<file path="src/hw/sdm_pkg.sv">
package sdm_pkg;

    // ----------------------------------------
    // Register map and address shift
    // ----------------------------------------
    localparam logic [6:0] REG_RST_MUTE_RATE = 7'h10;
    localparam logic [6:0] REG_PS_FORMAT = 7'h11;
    localparam logic [6:0] REG_OP_FILTER = 7'h12;
    localparam logic [6:0] REG_PHASE = 7'h13;
    localparam logic [6:0] REG_SOFT_MUTE = 7'h14;
    localparam logic [6:0] REG_ZERO_STATUS = 7'h15;
    localparam logic [6:0] REG_ATT_FLAG_CFG = 7'h16;
    localparam logic [6:0] REG_RESERVED = 7'h17;
    localparam logic [6:0] REG_LEFT_ATT = 7'h18;
    localparam logic [6:0] REG_RIGHT_ATT = 7'h19;
    localparam logic [6:0] ADDR_SHIFT_UNIT = 7'h20;

    // ----------------------------------------
    // Field positions
    // ----------------------------------------
    localparam int BIT_REG_DEFAULTS = 7;
    localparam int BIT_RESYNC = 6;
    localparam int AMUTE_LSB = 2;
    localparam int RATE_LSB = 0;
    localparam int BIT_PS_SELECT = 7;
    localparam int FORMAT_LSB = 0;
    localparam int BIT_OP_DISABLE = 4;
    localparam int BIT_FILTER = 0;
    localparam int BIT_STEP_MODE = 7;
    localparam int DEEMPH_LSB = 4;
    localparam int BIT_FLAG_FUNC = 3;
    localparam int BIT_FLAG_COMB = 1;
    localparam int BIT_FLAG_POL = 0;

    // ----------------------------------------
    // Levels and timing
    // ----------------------------------------
    localparam logic [7:0] ATT_NONE = 8'hFF;
    localparam logic [7:0] MUTE_FINE = 8'h80;
    localparam logic [7:0] MUTE_WIDE = 8'h9A;
    localparam int FS_PER_STEP = 8;
    localparam int RESYNC_CYCLES = 4;

    // ----------------------------------------
    // Types
    // ----------------------------------------
    typedef enum logic [1:0] {
        RATE_AUTO,
        RATE_SINGLE,
        RATE_DUAL,
        RATE_QUAD
    } sdm_rate_e;

    typedef enum logic [2:0] {
        RATIO_128,
        RATIO_192,
        RATIO_256,
        RATIO_384,
        RATIO_512,
        RATIO_768,
        RATIO_1152
    } sdm_ratio_e;

    typedef struct packed {
        logic [3:0] analog_mute_source_enables;
        sdm_rate_e sampling_rate_mode;
        logic power_save_select;
        logic [2:0] audio_format_select;
        logic operation_disable;
        logic filter_rolloff_select;
        logic [1:0] output_phase_invert;
        logic [1:0] channel_soft_mute;
        logic attenuation_step_mode;
        logic [1:0] deemphasis_rate_select;
        logic flag_pin_function_select;
        logic flag_channel_combination;
        logic flag_polarity_select;
        logic [7:0] left_level;
        logic [7:0] right_level;
    } sdm_cfg_s;

    localparam sdm_cfg_s CFG_DEFAULT = '{
        analog_mute_source_enables: 4'h0,
        sampling_rate_mode: RATE_AUTO,
        power_save_select: 1'b0,
        audio_format_select: 3'h0,
        operation_disable: 1'b0,
        filter_rolloff_select: 1'b0,
        output_phase_invert: 2'h0,
        channel_soft_mute: 2'h0,
        attenuation_step_mode: 1'b0,
        deemphasis_rate_select: 2'h0,
        flag_pin_function_select: 1'b0,
        flag_channel_combination: 1'b0,
        flag_polarity_select: 1'b0,
        left_level: ATT_NONE,
        right_level: ATT_NONE
    };

    typedef struct packed {
        logic power_down;
        logic force_common_mode;
        logic force_analog_ground;
        logic dac_disconnect;
        logic analog_mute;
    } sdm_out_s;

endpackage : sdm_pkg

</file>
<file path="src/hw/sdm_att_ramp.sv">
`timescale 1ns/1ps

module sdm_att_ramp
    import sdm_pkg::*;
(
    input wire logic i_clk,
    input wire logic i_rst_n,
    input wire logic i_step,
    input wire logic [7:0] i_target,
    input wire logic i_mute,
    input wire logic i_wide,
    output logic [7:0] o_level,
    output logic o_muted
);

    logic [7:0] goal;

    // ----------------------------------------
    // Ramp toward goal, one code per step
    // ----------------------------------------
    // Mute wins over the programmed level
    assign goal = i_mute ? (i_wide ? MUTE_WIDE : MUTE_FINE) : i_target;

    always_ff @(posedge i_clk) begin
        if (!i_rst_n) begin
            o_level <= ATT_NONE;
        end else if (i_step && o_level < goal) begin
            o_level <= o_level + 8'h01;
        end else if (i_step && o_level > goal) begin
            o_level <= o_level - 8'h01;
        end
    end

    always_ff @(posedge i_clk) begin
        if (!i_rst_n) begin
            o_muted <= 1'b0;
        end else begin
            o_muted <= i_mute && (o_level <= (i_wide ? MUTE_WIDE : MUTE_FINE));
        end
    end

    ramp_one_step_a: assert property (@(posedge i_clk) disable iff (!i_rst_n)
        !$past(i_step) |-> o_level == $past(o_level))
        else $error("level moved without a step");

endmodule : sdm_att_ramp

</file>
<file path="src/hw/sdm_rate_resolve.sv">
`timescale 1ns/1ps

module sdm_rate_resolve
    import sdm_pkg::*;
(
    input wire logic i_clk,
    input wire logic i_rst_n,
    input wire sdm_rate_e i_mode,
    input wire sdm_ratio_e i_ratio,
    output sdm_rate_e o_rate
);

    // ----------------------------------------
    // Automatic rate from clock ratio
    // ----------------------------------------
    always_ff @(posedge i_clk) begin
        if (!i_rst_n) begin
            o_rate <= RATE_SINGLE;
        end else if (i_mode != RATE_AUTO) begin
            o_rate <= i_mode;
        end else begin
            case (i_ratio)
                RATIO_128, RATIO_192: o_rate <= RATE_QUAD;
                RATIO_256, RATIO_384: o_rate <= RATE_DUAL;
                default: o_rate <= RATE_SINGLE;
            endcase
        end
    end

    auto_quad_a: assert property (@(posedge i_clk) disable iff (!i_rst_n)
        (i_mode == RATE_AUTO && i_ratio == RATIO_128) |=> o_rate == RATE_QUAD)
        else $error("auto rate not quad at 128 fs");

endmodule : sdm_rate_resolve

</file>
<file path="src/hw/sdm_mode_regs.sv">
`timescale 1ns/1ps

module sdm_mode_regs
    import sdm_pkg::*;
(
    input wire logic i_clk,
    input wire logic i_rst_n,
    input wire logic i_req,
    input wire logic i_wr,
    input wire logic [6:0] i_addr,
    input wire logic [7:0] i_wdata,
    input wire logic i_address_select_high,
    input wire logic i_address_select_low,
    input wire logic i_fs_tick,
    input wire sdm_ratio_e i_ratio,
    input wire logic [1:0] i_zero_detect,
    input wire logic i_clock_halt,
    input wire logic i_async_detect,
    output logic o_ack,
    output logic [7:0] o_rdata,
    output sdm_cfg_s o_cfg,
    output sdm_rate_e o_rate,
    output sdm_out_s o_out,
    output logic o_defaults_pulse,
    output logic o_resync,
    output logic o_clear_dac_data,
    output logic [7:0] o_left_att,
    output logic [7:0] o_right_att,
    output logic [1:0] o_muted
);

    // ----------------------------------------
    // Pin synchronisers and address decode
    // ----------------------------------------
    logic [1:0] sel_meta;
    logic [1:0] sel_sync;
    logic [6:0] base;
    logic [6:0] local_addr;
    logic mapped;
    logic wr_hit;
    logic [7:0] rd_value;

    always_ff @(posedge i_clk) begin
        if (!i_rst_n) begin
            sel_meta <= 2'h0;
            sel_sync <= 2'h0;
        end else begin
            sel_meta <= {i_address_select_high, i_address_select_low};
            sel_sync <= sel_meta;
        end
    end

    // Shift of 0, 32, 64 or 96 from the two select pins
    assign base = ADDR_SHIFT_UNIT * {5'h00, sel_sync};
    assign local_addr = i_addr - base;
    assign mapped = i_addr >= base && local_addr >= REG_RST_MUTE_RATE
        && local_addr <= REG_RIGHT_ATT;
    // Accepted regardless of the disable state
    assign wr_hit = i_req && i_wr && mapped;

    // ----------------------------------------
    // Self-clearing triggers
    // ----------------------------------------
    logic defaults_req;
    logic resync_req;
    logic [2:0] resync_cnt;

    assign defaults_req = wr_hit && local_addr == REG_RST_MUTE_RATE
        && !i_wdata[BIT_REG_DEFAULTS];
    assign resync_req = wr_hit && local_addr == REG_RST_MUTE_RATE
        && !i_wdata[BIT_RESYNC];

    always_ff @(posedge i_clk) begin
        if (!i_rst_n) begin
            o_defaults_pulse <= 1'b0;
        end else begin
            o_defaults_pulse <= defaults_req;
        end
    end

    // Resync holds for a fixed count so downstream dividers can realign
    always_ff @(posedge i_clk) begin
        if (!i_rst_n) begin
            resync_cnt <= 3'h0;
        end else if (resync_req) begin
            resync_cnt <= 3'(RESYNC_CYCLES);
        end else if (resync_cnt != 3'h0) begin
            resync_cnt <= resync_cnt - 3'h1;
        end
    end

    always_ff @(posedge i_clk) begin
        if (!i_rst_n) begin
            o_resync <= 1'b0;
        end else begin
            o_resync <= resync_req || resync_cnt > 3'h1;
        end
    end

    // ----------------------------------------
    // Configuration store
    // ----------------------------------------
    // Reserved bits are dropped on write, so a careless host cannot set them
    always_ff @(posedge i_clk) begin
        if (!i_rst_n || defaults_req) begin
            o_cfg <= CFG_DEFAULT;
        end else if (wr_hit) begin
            case (local_addr)
                REG_RST_MUTE_RATE: begin
                    o_cfg.analog_mute_source_enables <= i_wdata[AMUTE_LSB +: 4];
                    o_cfg.sampling_rate_mode <= sdm_rate_e'(i_wdata[RATE_LSB +: 2]);
                end
                REG_PS_FORMAT: begin
                    o_cfg.power_save_select <= i_wdata[BIT_PS_SELECT];
                    o_cfg.audio_format_select <= i_wdata[FORMAT_LSB +: 3];
                end
                REG_OP_FILTER: begin
                    o_cfg.operation_disable <= i_wdata[BIT_OP_DISABLE];
                    o_cfg.filter_rolloff_select <= i_wdata[BIT_FILTER];
                end
                REG_PHASE: begin
                    o_cfg.output_phase_invert <= i_wdata[1:0];
                end
                REG_SOFT_MUTE: begin
                    o_cfg.channel_soft_mute <= i_wdata[1:0];
                end
                REG_ATT_FLAG_CFG: begin
                    o_cfg.attenuation_step_mode <= i_wdata[BIT_STEP_MODE];
                    o_cfg.deemphasis_rate_select <= i_wdata[DEEMPH_LSB +: 2];
                    o_cfg.flag_pin_function_select <= i_wdata[BIT_FLAG_FUNC];
                    o_cfg.flag_channel_combination <= i_wdata[BIT_FLAG_COMB];
                    o_cfg.flag_polarity_select <= i_wdata[BIT_FLAG_POL];
                end
                REG_LEFT_ATT: begin
                    o_cfg.left_level <= i_wdata;
                end
                REG_RIGHT_ATT: begin
                    o_cfg.right_level <= i_wdata;
                end
                default: begin
                end
            endcase
        end
    end

    // ----------------------------------------
    // Read path
    // ----------------------------------------
    always_comb begin
        rd_value = 8'h00;
        case (local_addr)
            REG_RST_MUTE_RATE: begin
                rd_value[BIT_REG_DEFAULTS] = 1'b1;
                rd_value[BIT_RESYNC] = resync_cnt == 3'h0;
                rd_value[AMUTE_LSB +: 4] = o_cfg.analog_mute_source_enables;
                rd_value[RATE_LSB +: 2] = o_cfg.sampling_rate_mode;
            end
            REG_PS_FORMAT: begin
                rd_value[BIT_PS_SELECT] = o_cfg.power_save_select;
                rd_value[FORMAT_LSB +: 3] = o_cfg.audio_format_select;
            end
            REG_OP_FILTER: begin
                rd_value[BIT_OP_DISABLE] = o_cfg.operation_disable;
                rd_value[BIT_FILTER] = o_cfg.filter_rolloff_select;
            end
            REG_PHASE: rd_value[1:0] = o_cfg.output_phase_invert;
            REG_SOFT_MUTE: rd_value[1:0] = o_cfg.channel_soft_mute;
            REG_ZERO_STATUS: rd_value[1:0] = i_zero_detect;
            REG_ATT_FLAG_CFG: begin
                rd_value[BIT_STEP_MODE] = o_cfg.attenuation_step_mode;
                rd_value[DEEMPH_LSB +: 2] = o_cfg.deemphasis_rate_select;
                rd_value[BIT_FLAG_FUNC] = o_cfg.flag_pin_function_select;
                rd_value[BIT_FLAG_COMB] = o_cfg.flag_channel_combination;
                rd_value[BIT_FLAG_POL] = o_cfg.flag_polarity_select;
            end
            REG_LEFT_ATT: rd_value = o_cfg.left_level;
            REG_RIGHT_ATT: rd_value = o_cfg.right_level;
            default: rd_value = 8'h00;
        endcase
    end

    // Unmapped addresses get no acknowledge, as the serial port expects
    always_ff @(posedge i_clk) begin
        if (!i_rst_n) begin
            o_ack <= 1'b0;
            o_rdata <= 8'h00;
        end else begin
            o_ack <= i_req && mapped;
            o_rdata <= (i_req && !i_wr && mapped) ? rd_value : 8'h00;
        end
    end

    // ----------------------------------------
    // Operation and analog mute outputs
    // ----------------------------------------
    logic op_dis;

    assign op_dis = o_cfg.operation_disable;

    always_ff @(posedge i_clk) begin
        if (!i_rst_n) begin
            o_out <= '0;
            o_clear_dac_data <= 1'b0;
        end else begin
            o_out.dac_disconnect <= op_dis;
            o_clear_dac_data <= op_dis || o_resync;
            o_out.force_common_mode <= op_dis && o_cfg.power_save_select;
            o_out.force_analog_ground <= op_dis && !o_cfg.power_save_select;
            o_out.power_down <= op_dis && !o_cfg.power_save_select;
            o_out.analog_mute <=
                (o_cfg.analog_mute_source_enables[0] && i_clock_halt)
                || (o_cfg.analog_mute_source_enables[1] && i_async_detect)
                || (o_cfg.analog_mute_source_enables[2] && &i_zero_detect)
                || (o_cfg.analog_mute_source_enables[3] && op_dis);
        end
    end

    // ----------------------------------------
    // Attenuation step divider and ramps
    // ----------------------------------------
    logic [2:0] fs_cnt;
    logic att_step;

    // Resync restarts the sample count along with the rest of the datapath
    always_ff @(posedge i_clk) begin
        if (!i_rst_n || o_resync) begin
            fs_cnt <= 3'h0;
            att_step <= 1'b0;
        end else begin
            att_step <= i_fs_tick && fs_cnt == 3'(FS_PER_STEP - 1);
            if (i_fs_tick) begin
                fs_cnt <= fs_cnt + 3'h1;
            end
        end
    end

    sdm_att_ramp u_left_ramp (
        .i_clk(i_clk),
        .i_rst_n(i_rst_n),
        .i_step(att_step),
        .i_target(o_cfg.left_level),
        .i_mute(o_cfg.channel_soft_mute[0]),
        .i_wide(o_cfg.attenuation_step_mode),
        .o_level(o_left_att),
        .o_muted(o_muted[0])
    );

    sdm_att_ramp u_right_ramp (
        .i_clk(i_clk),
        .i_rst_n(i_rst_n),
        .i_step(att_step),
        .i_target(o_cfg.right_level),
        .i_mute(o_cfg.channel_soft_mute[1]),
        .i_wide(o_cfg.attenuation_step_mode),
        .o_level(o_right_att),
        .o_muted(o_muted[1])
    );

    sdm_rate_resolve u_rate (
        .i_clk(i_clk),
        .i_rst_n(i_rst_n),
        .i_mode(o_cfg.sampling_rate_mode),
        .i_ratio(i_ratio),
        .o_rate(o_rate)
    );

    // ----------------------------------------
    // Checks
    // ----------------------------------------
    defaults_restore_a: assert property (@(posedge i_clk) disable iff (!i_rst_n)
        defaults_req |=> o_cfg == CFG_DEFAULT && o_defaults_pulse)
        else $error("defaults write did not restore registers");

    resync_keeps_a: assert property (@(posedge i_clk) disable iff (!i_rst_n)
        (resync_req && !defaults_req) |=> o_resync [*3] ##1 (o_resync && resync_cnt == 3'h1))
        else $error("resync length wrong");

    resync_readback_a: assert property (@(posedge i_clk) disable iff (!i_rst_n)
        resync_req |=> ##[1:5] resync_cnt == 3'h0)
        else $error("resync bit never read back as one");

    analog_mute_a: assert property (@(posedge i_clk) disable iff (!i_rst_n)
        (o_cfg.analog_mute_source_enables == 4'h0 && !defaults_req) |=> !o_out.analog_mute)
        else $error("analog mute with all sources off");

    power_mode_a: assert property (@(posedge i_clk) disable iff (!i_rst_n)
        (op_dis && !o_cfg.power_save_select) |=> o_out.power_down && !o_out.force_common_mode)
        else $error("disable without power down");

    common_mode_voltage_mode_a: assert property (@(posedge i_clk) disable iff (!i_rst_n)
        (op_dis && o_cfg.power_save_select) |=> o_out.force_common_mode && !o_out.power_down)
        else $error("disable did not force common mode");

    disconnect_a: assert property (@(posedge i_clk) disable iff (!i_rst_n)
        op_dis |=> o_out.dac_disconnect && o_clear_dac_data)
        else $error("disable did not cut input");

    unmapped_nack_a: assert property (@(posedge i_clk) disable iff (!i_rst_n)
        (i_req && !mapped) |=> !o_ack)
        else $error("unmapped address acknowledged");

    step_period_a: assert property (@(posedge i_clk) disable iff (!i_rst_n)
        att_step |=> !att_step)
        else $error("attenuation step longer than one cycle");

endmodule : sdm_mode_regs

</file>
<file path="config.mk">
export PLATFORM = sky130hd
export DESIGN_NAME = sdm_mode_regs
export DESIGN_NICKNAME = d
export VERILOG_FILES = /design/src/hw/sdm_pkg.sv /design/src/hw/sdm_att_ramp.sv /design/src/hw/sdm_rate_resolve.sv /design/src/hw/sdm_mode_regs.sv
export SDC_FILE = /design/constraint.sdc
export NUM_CORES = 1
export LEC_CHECK = 0
export BUFFER_PORTS_ARGS = -buffer_cell sky130_fd_sc_hd__buf_2
export CORE_MARGIN = 1
export CORE_UTILIZATION = 50
export CTS_BUF_LIST = sky130_fd_sc_hd__clkbuf_16
export DETAILED_ROUTE_END_ITERATION = 7
export GPL_TIMING_DRIVEN = 1
export PLACE_DENSITY_LB_ADDON = 0.12
export SYNTH_ARGS = -nofsm -noshare
export SYNTH_HDL_FRONTEND = slang
export SYNTH_SLANG_ARGS = --single-unit
</file>
<file path="constraint.sdc">
create_clock -name i_clk -period 10.4 [get_ports i_clk]
set_input_delay 2.08 -clock i_clk [delete_from_list [all_inputs] [get_ports i_clk]]
set_output_delay 2.08 -clock i_clk [all_outputs]
set_load 0.005 [all_outputs]
</file>
== Word-level counts from Yosys, hierarchy flattened ==
Index checks and enable logic that the tools add are counted.

* Flip-flop bits (word level): 85
* Output and inout port bits: 75

* $add $sub $neg: 7
* $lt $le $gt $ge: 10
* Equality and inequality tests: 13
* Multiplexer cells: 19
* Bitwise gates (word level): 1
* Reductions and logical operators: 55

{| class="wikitable"
|+ Operators with widths
! cell !! number
|-
| equality test 7 x 5 -> 1 bit (second input constant) || 9
|-
| two-way mux 8 bit || 6
|-
| logical AND 1 bit || 23
|-
| AND reduction 2 bit || 10
|-
| adder 8 x 1 -> 8 bit (second input constant) || 2
|-
| greater-than comparator 8 bit || 2
|-
| less-or-equal comparator 8 bit || 2
|-
| < comparator 8 bit || 2
|-
| subtractor 8 x 1 -> 8 bit (second input constant) || 2
|-
| case mux 1 bit (4 select lines) || 3
|-
| case mux 1 bit (5 select lines) || 2
|-
| case mux 1 bit (9 select lines) || 1
|-
| case mux 1 bit (8 select lines) || 1
|-
| nonzero test 2 bit || 4
|-
| greater-or-equal comparator 7 x 5 -> 1 bit (second input constant) || 1
|-
| greater-or-equal comparator 7 bit || 1
|-
| less-or-equal comparator 7 x 5 -> 1 bit (second input constant) || 1
|-
| logical OR 1 bit || 7
|-
| subtractor 7 bit || 1
|-
| equality test 3 x 2 -> 1 bit (second input constant) || 2
|-
| logical NOT 3 bit || 2
|-
| two-way mux 3 bit || 2
|-
| OR reduction 2 bit || 3
|-
| logical NOT 1 bit || 5
|-
| 11 further kinds || 11
|}

== Logic depth before layout (Yosys ltp) ==
Gate-level depths: netlist (run 1).

* Depth after elaboration: 8
* Gate-level depth with buffers: 13
* Mapped depth without buffers: 12

== Modules after synthesis ==
A second synthesis (run 1) with hierarchy kept.

* Cell total of the unflattened synthesis: 576
* Area total of the unflattened synthesis: 5,181.2 µm²

{| class="wikitable"
|+ Modules (own cells, without submodules)
! module !! times used !! cells each !! area each (µm²)
|-
| sdm_mode_regs || 1 || 355 || 3,269.4
|-
| sdm_att_ramp || 2 || 107 || 918.4
|-
| sdm_rate_resolve || 1 || 7 || 75.1
|}

== Worst setup path before layout (run 1) ==
No wires, ideal clock.

* Kind: input port to flip-flop
* From: input i_addr[5]
* To: register o_cfg[14] (netlist name)
* Arrival: 3,855 ps
* Required time: 10,338 ps
* Setup slack: 6,484 ps
* Stages: 11
* Path through: inv_1 > ha_1 > inv_1 > fa_1 > nand3b_4 > nor3_4 > nand3_1 > buf_2 > o21a_2 > buf_6 > nand3_1

* Word-level cells in the longest chain between the ends: 8

{| class="wikitable"
|+ RTL lines
! item !! line !! RTL
|-
| start: declaration || sdm_mode_regs.sv:10 || <nowiki>input wire logic [6:0] i_addr,</nowiki>
|-
| subtractor 7 bit || sdm_mode_regs.sv:55 || <nowiki>assign local_addr = i_addr - base;</nowiki>
|-
| greater-or-equal comparator 7 x 5 -> 1 bit || sdm_mode_regs.sv:56 || <nowiki>assign mapped = i_addr >= base && local_addr >= REG_RST_MUTE_RATE</nowiki>
|-
| logical AND 1 bit || sdm_mode_regs.sv:56 ||
|-
| logical AND 1 bit || sdm_mode_regs.sv:57 || <nowiki>&& local_addr <= REG_RIGHT_ATT;</nowiki>
|-
| logical AND 1 bit || sdm_mode_regs.sv:59 || <nowiki>assign wr_hit = i_req && i_wr && mapped;</nowiki>
|-
| logical AND 1 bit || sdm_mode_regs.sv:68 || <nowiki>assign defaults_req = wr_hit && local_addr == REG_RST_MUTE_RATE</nowiki>
|-
| logical AND 1 bit || sdm_mode_regs.sv:69 || <nowiki>&& !i_wdata[BIT_REG_DEFAULTS];</nowiki>
|-
| logical OR 1 bit || sdm_mode_regs.sv:105 || <nowiki>if (!i_rst_n || defaults_req) begin</nowiki>
|-
| end: declaration || sdm_mode_regs.sv:21 || <nowiki>output sdm_cfg_s o_cfg,</nowiki>
|}

Several ways; a longest one is shown, not always the timed one.
A chain may end at the register's enable or synchronous reset.

== Final worst setup path (run 1) ==
* From: input i_addr[5]
* To: register o_cfg[29] (netlist name)

The elaborated chain is that of the path after synthesis.

==> results of run 1 <==
==> area by class of cell <==
cell class | instances | share of cell area
clock buffer | 9 | 0.04026
clock inverter | 7 | 0.01454
inverter | 15 | 0.01006
multi-input combinational | 402 | 0.5095
sequential | 85 | 0.3042
tap | 129 | 0.02885
timing repair buffer | 103 | 0.09260
==> per-stage QoR <==
step | instances | util
final | 750 | 0.6054
after global routing | 750 | 0.6054
after CTS | 750 | 0.6054
after detailed placement | 734 | 0.5722
after global placement | 734 | 0.5722
after floorplan | 533 | -
==> per-layer routing <==
layer  vias to the layer above  routed length, um  part of all wire
li1                       2071                  -                 -
met1                      2011               5468              0.45
met2                       142               5841              0.48
met3                        13                817             0.067
met4                         0                122             0.010
met5                         -                  0                 0
==> sequential cells by signal, indices dropped and copies added, names as in the netlist <==
name	count
o_defaults_pulse	1
att_step	1
fs_cnt	3
resync_cnt	3
u_right_ramp.o_level	8
o_clear_dac_data	1
u_left_ramp.o_muted	1
u_rate.o_rate	2
u_right_ramp.o_muted	1
sel_sync	2
sel_meta	2
u_left_ramp.o_level	8
o_rdata	8
o_ack	1
o_resync	1
o_out	4
o_cfg	37
op_dis	1
==> Yosys cell counts (4+ instances only) <==
cell       instances  area [um^2]
clkbuf_1          10        37.54
mux2_2             6        67.56
nor4_1             4        25.02
dfxtp_1           85         1702
buf_4              7        52.55
a2111oi_0          4        35.03
and3_1             5        31.28
nor2_1            36        135.1
a21o_1             6        45.04
o211ai_1          12        90.09
o21ai_0            7        35.03
xor2_1             8        70.07
inv_1             15        56.30
nand3_1           22        110.1
a32oi_1            4        35.03
o21a_1             9        67.56
a211oi_1           5        37.54
ha_1              40        500.5
nand4_1            4        25.02
nor2b_1            9        56.30
nand2b_1          12        75.07
mux2i_1           31        310.3
nand2_1           77        289.0
buf_2             11        55.05
xnor2_1            6        52.55
a21oi_1           33        165.2
and2_1             8        50.05
==> critical path, cell delays in order <==
cell and delay (ns):
buf_2 0.07, inv_1 0.03, ha_1 0.18, inv_1 0.06, fa_1 0.40, nand3b_4 0.18, nor3_4 0.56, nand3_1 0.47
o21ai_1 0.24, buf_4 0.27, nor2_1 0.08
==> power groups by stage <==
stage	Sequential, mW	Clock [mW]	Combinational, mW
after floorplan	0.349	0	0.0536
after global placement	0.350	0	0.0745
after detailed placement	0.351	0	0.0792
after CTS	0.343	0.338	0.0797
after global routing	0.345	0.353	0.0872
final	0.343	0.331	0.0792
==> cell families (layout without fill, tap and decap cells) <==
family,after synthesis,in the layout,synth area share
mux,39,39,0.08834
buf+inv,46,134,0.04914
compound gates,111,111,0.1647
xor+xnor,14,14,0.02561
simple gates,195,195,0.1997
flops,85,85,0.3555
fa+ha+maj,43,43,0.1171
==> placed cells by master, fill, tap and decap left out, types with 3 or more instances in the layout <==
master,instances
a2111oi_0,4
a211oi_1,5
a21o_1,6
a21oi_1,33
a32oi_1,4
a41oi_1,3
and2_1,8
and3_1,5
buf_2,102
clkbuf_16,9
dfxtp_1,85
fa_1,3
ha_1,40
inv_1,15
mux2_2,6
mux2i_1,31
nand2_1,77
nand2b_1,12
nand3_1,22
nand4_1,4
nor2_1,36
nor2b_1,9
nor3_1,3
nor3b_1,3
nor4_1,4
o211ai_1,12
o21a_1,9
o21ai_0,7
o21ai_1,3
o31a_1,3
xnor2_1,6
xor2_1,8
==> worst max path at each step <==
stage	from	to	slack, ns	depth (start not counted)
finish	i_addr[5]	o_cfg[29]	5.97	11
global route	i_addr[5]	o_cfg[36]	5.78	11
CTS	i_addr[5]	o_cfg[29]	6.03	11
detailed placement	i_addr[5]	o_cfg[26]	5.66	11
global placement	i_addr[5]	o_cfg[28]	5.68	11
floorplan	i_addr[5]	o_cfg[14]	6.48	11
==> results.toml, run 1 <==
[outcome]
outcome = "finished, final reports clean"

[sta]
setup_ws_ns = 5.974
maxSlewViolCount = 0
fin_setup_tns_ns = 0
rsz0062_at_grt = "false"
fin_skew_ns = 0.008302
min_period_ns = 4.426
fin_crit_sh = 0.4256
final_hold_viol_count = 0
hold_ws_ns = 0.4358
fmax_mhz = 225.9
setup_viol = 0
relSlewSlack = 0.3028
worst_pin_slew_ns = 1.041

[grt]
use_met3 = 0.04387
use_met2 = 0.4117
grt_overflow = 0
antenna_found_initial = 0
grt_max_degree = 39
grt_pass1_wl_um = 19480
busiest_layer = "met2"
grt_use_total = 0.2513
grt_pass1_vias = 3874
use_met1 = 0.3404

[power_and_ir_drop]
power_per_cell_area_mw_per_mm2 = 134.8
power_frac_seq = 0.456
p_comb_frac = 0.105
ir_drop_mv = 0.08306
power_frac_clock = 0.439
p_int_mw = 0.5602
p_total_mw = 0.7538
p_leak_nw = 2.602
switching_share = 0.2569
power.net_switching_mw = 0.1937

[synth]
netlist_area_mm2 = 0.004787
async_reset_ff_frac = 0
synth-edff-count = 0
synthCells = 533
yosysWarnings = 0
ys.flop_type = "dfxtp_1"
synth_cell_types = 60
seq_area_frac_synth = 0.3555
ys_ff_latch = 85
synth_area_per_cell_um2 = 8.981
syn_nets = 605

[cells_and_area]
diodes = 0
final_nets = 688
multi_input_area_mm2 = 0.002850
ff_latch_area_mm2 = 0.001702
design_area_mm2 = 0.005594
area_growth_syn_to_layout_pct = 16.86
drive_gt1_frac = 0.2222
fill_cells = 838

[route]
wirelength_um = 12250
initialDrtViolationCount = 254
num_vias = 4237
drc = 0
viasPerCell = 5.649
ant_nets = 0
firstDrtPassIters = 5
wl_per_cell_um = 16.33

[min_path]
hold_depth = 1
hp-start = "sel_meta[1]"
min_path_type = "flop to flop"
min_to = "sel_sync[1]"

[flow_run]
timing.max_cap.violations = 0

[die]
core_mm2 = 0.009240
die_area_mm2 = 0.009969
die_h_um = 99.85
die_w_um = 99.85
row_count = 35
start_util = 0.5181
ios = 104

[placed_design]
portBuffers = 102
gp_congestion = 0.8981
dp_worst_setup_slack_ns = 5.664
place_area_mm2 = 0.005288
dpl.hpwl_um = 9035

[worst_setup_path]
path_max_fanout = 22
startpoint_type = "input pin"
r2r.worst_path.cells = 12
reg2reg_to = "u_right_ramp.o_level[6]"
ff2ff_setup_slack_ns = 6.75
timing.rr.start = "o_cfg[23]"
crit_arrival_ns = 4.64
worst-setup-path-type = "input pin to flop"
cp.required_ns = 10.62
setup.worst_path.end_class = "flop"

[clock_tree]
path_clk_slew_ns = 0.07
cts_setup_buffers = 0
cts_tree = "done"
cts-htree-levels = 3
cts-buffers-inserted = 9
ctsResizeCount = 0
cts_sinks = 85
cts_hold_buf = 0
cts_root_buf = "clkbuf_16"
cts_buffer_depth = 2
clock_latency_ns = 0.33
Note: power is estimated with default switching activity, not from simulation.
==> inputs of run 2 (changes only) <==
Clock period 10.4 ns to 4.3 ns, I/O delays scaled along.
==> results.toml, run 2 (synthesis results as in run 1) <==
[worst_setup_path]
timing.rr.start = "o_cfg[22]"
path_max_fanout = 12
worst-setup-path-type = "flop to flop"
r2r.worst_path.cells = 11
critPathLaunch = "o_cfg[22]"
setup.worst_path.end_class = "flop"
critPathCapture = "u_left_ramp.o_level[7]"
cp.required_ns = 4.51
ff2ff_setup_slack_ns = 0.61
reg2reg_to = "u_left_ramp.o_level[7]"
crit_arrival_ns = 3.90
startpoint_type = "flop"

[clock_tree]
cts_root_buf = "clkbuf_16"
cts_setup_buffers = 0
cts_sinks = 85
cts_buffer_depth = 2
ctsResizeCount = 0
cts-buffers-inserted = 9
cts_hold_buf = 0
path_clk_slew_ns = 0.07
cts_tree = "done"
clock_latency_ns = 0.34
cts-htree-levels = 3

[grt]
antenna_found_initial = 0
grt_pass1_wl_um = 19190
grt_use_total = 0.2480
grt_max_degree = 38
grt_pass1_vias = 3790
grt_overflow = 0

[power_and_ir_drop]
p_int_mw = 1.294
switching_share = 0.2675
p_leak_nw = 2.592
power_per_cell_area_mw_per_mm2 = 316.3
power_frac_seq = 0.470
ir_drop_mv = 0.2552
p_total_mw = 1.766
power_frac_clock = 0.424
power.net_switching_mw = 0.4725
p_comb_frac = 0.106

[die]
die_w_um = 99.85
die_h_um = 99.85
row_count = 35
die_area_mm2 = 0.009969
core_mm2 = 0.009240
ios = 104
start_util = 0.5181

[sta]
fin_skew_ns = 0.008202
maxSlewViolCount = 0
hold_ws_ns = 0.4364
min_period_ns = 3.689
final_hold_viol_count = 0
worst_pin_slew_ns = 1.087
fmax_mhz = 271.1
rsz0062_at_grt = "false"
fin_crit_sh = 0.8579
relSlewSlack = 0.2721
setup_viol = 0
fin_setup_tns_ns = 0

[cells_and_area]
drive_gt1_frac = 0.2231
diodes = 0
largest_register_ff_count = 37
final_nets = 690
most-common-layout-cells = "buf_2 (102), dfxtp_1 (85), nand2_1 (77), ha_1 (40), nor2_1 (36)"
final_common_cell = "buf_2"
top_register = "o_cfg"
area_growth_syn_to_layout_pct = 16.65

[flow_run]
timing.max_cap.violations = 0

[route]
wirelength_um = 12150
wl_per_cell_um = 16.15
firstDrtPassIters = 5
ant_nets = 0
viasPerCell = 5.606
drc = 0
num_vias = 4216
initialDrtViolationCount = 203

[outcome]
outcome = "finished, final reports clean"

[placed_design]
portBuffers = 102
dpl.hpwl_um = 8902
gp_congestion = 0.8763

[min_path]
min_path_type = "flop to flop"
[run 2: cell types whose count changed in the layout (fill, tap and decap cells not counted)]
cell        before  now
clkinv_2         1    0
clkinvlp_4       0    2
clkinv_4         2    1
buf_4            1    3
bufinv_16        1    0
clkinv_1         0    1
[run 2: how the worst min path moves through the flow]
stage,from,end,slack [ns],cells after the start
after CTS,sel_meta[1],sel_sync[1],0.44,1
after floorplan,sel_meta[0],sel_sync[0],0.41,1
final,sel_meta[1],sel_sync[1],0.44,1
after detailed placement,sel_meta[1],sel_sync[1],0.42,1
after global routing,sel_meta[1],sel_sync[1],0.45,1
after global placement,sel_meta[1],sel_sync[1],0.42,1
[run 2: final cells by class]
cell class                 count  area (um^2)
fill                         836         3656
multi-input combinational    402         2850
sequential                    85         1702
timing repair buffer         105        533.0
clock buffer                   9        225.2
tap                          129        161.4
clock inverter                 7        56.30
inverter                      15        56.30
[run 2: critical path: stages, from the launching register on]
cell and delay, ns:
dfxtp_1 0.60, nand2b_1 0.19, ha_1 0.25, a211o_1 0.34, a211oi_4 0.31, nand2_1 0.27
ha_1 0.36, a211oi_1 0.29, o21ai_1 0.16, o31a_1 0.29, a2111oi_0 0.41, nor4_1 0.09
[run 2: power groups by stage]
stage | sequential [mW] | combinational, mW | clock, mW
3_3_place_gp | 0.847 | 0.181 | 0
6_report | 0.829 | 0.188 | 0.749
3_5_place_dp | 0.847 | 0.187 | 0
4_1_cts | 0.829 | 0.187 | 0.756
2_1_floorplan | 0.845 | 0.130 | 0
5_1_grt | 0.833 | 0.211 | 0.785
[run 2: stage by stage]
step | utilization | std cells | setup slack, ns | instance area (um^2)
after floorplan | - | 533 | 1.021 | 4787
after global placement | 0.5739 | 736 | 0.7885 | 5303
after detailed placement | 0.5739 | 736 | 0.6737 | 5303
after CTS | 0.6043 | 752 | 0.6226 | 5584
after global routing | 0.6043 | 752 | 0.4220 | 5584
final | 0.6043 | 752 | 0.6110 | 5584
[run 2: routing by layer]
| layer | track usage | wire (um) |
|---|---|---|
| met1 | 0.3436 | 5705 |
| met3 | 0.04387 | 753 |
| met2 | 0.3894 | 5485 |
| met5 | 0 | 0 |
| met4 | 0.08597 | 201 |
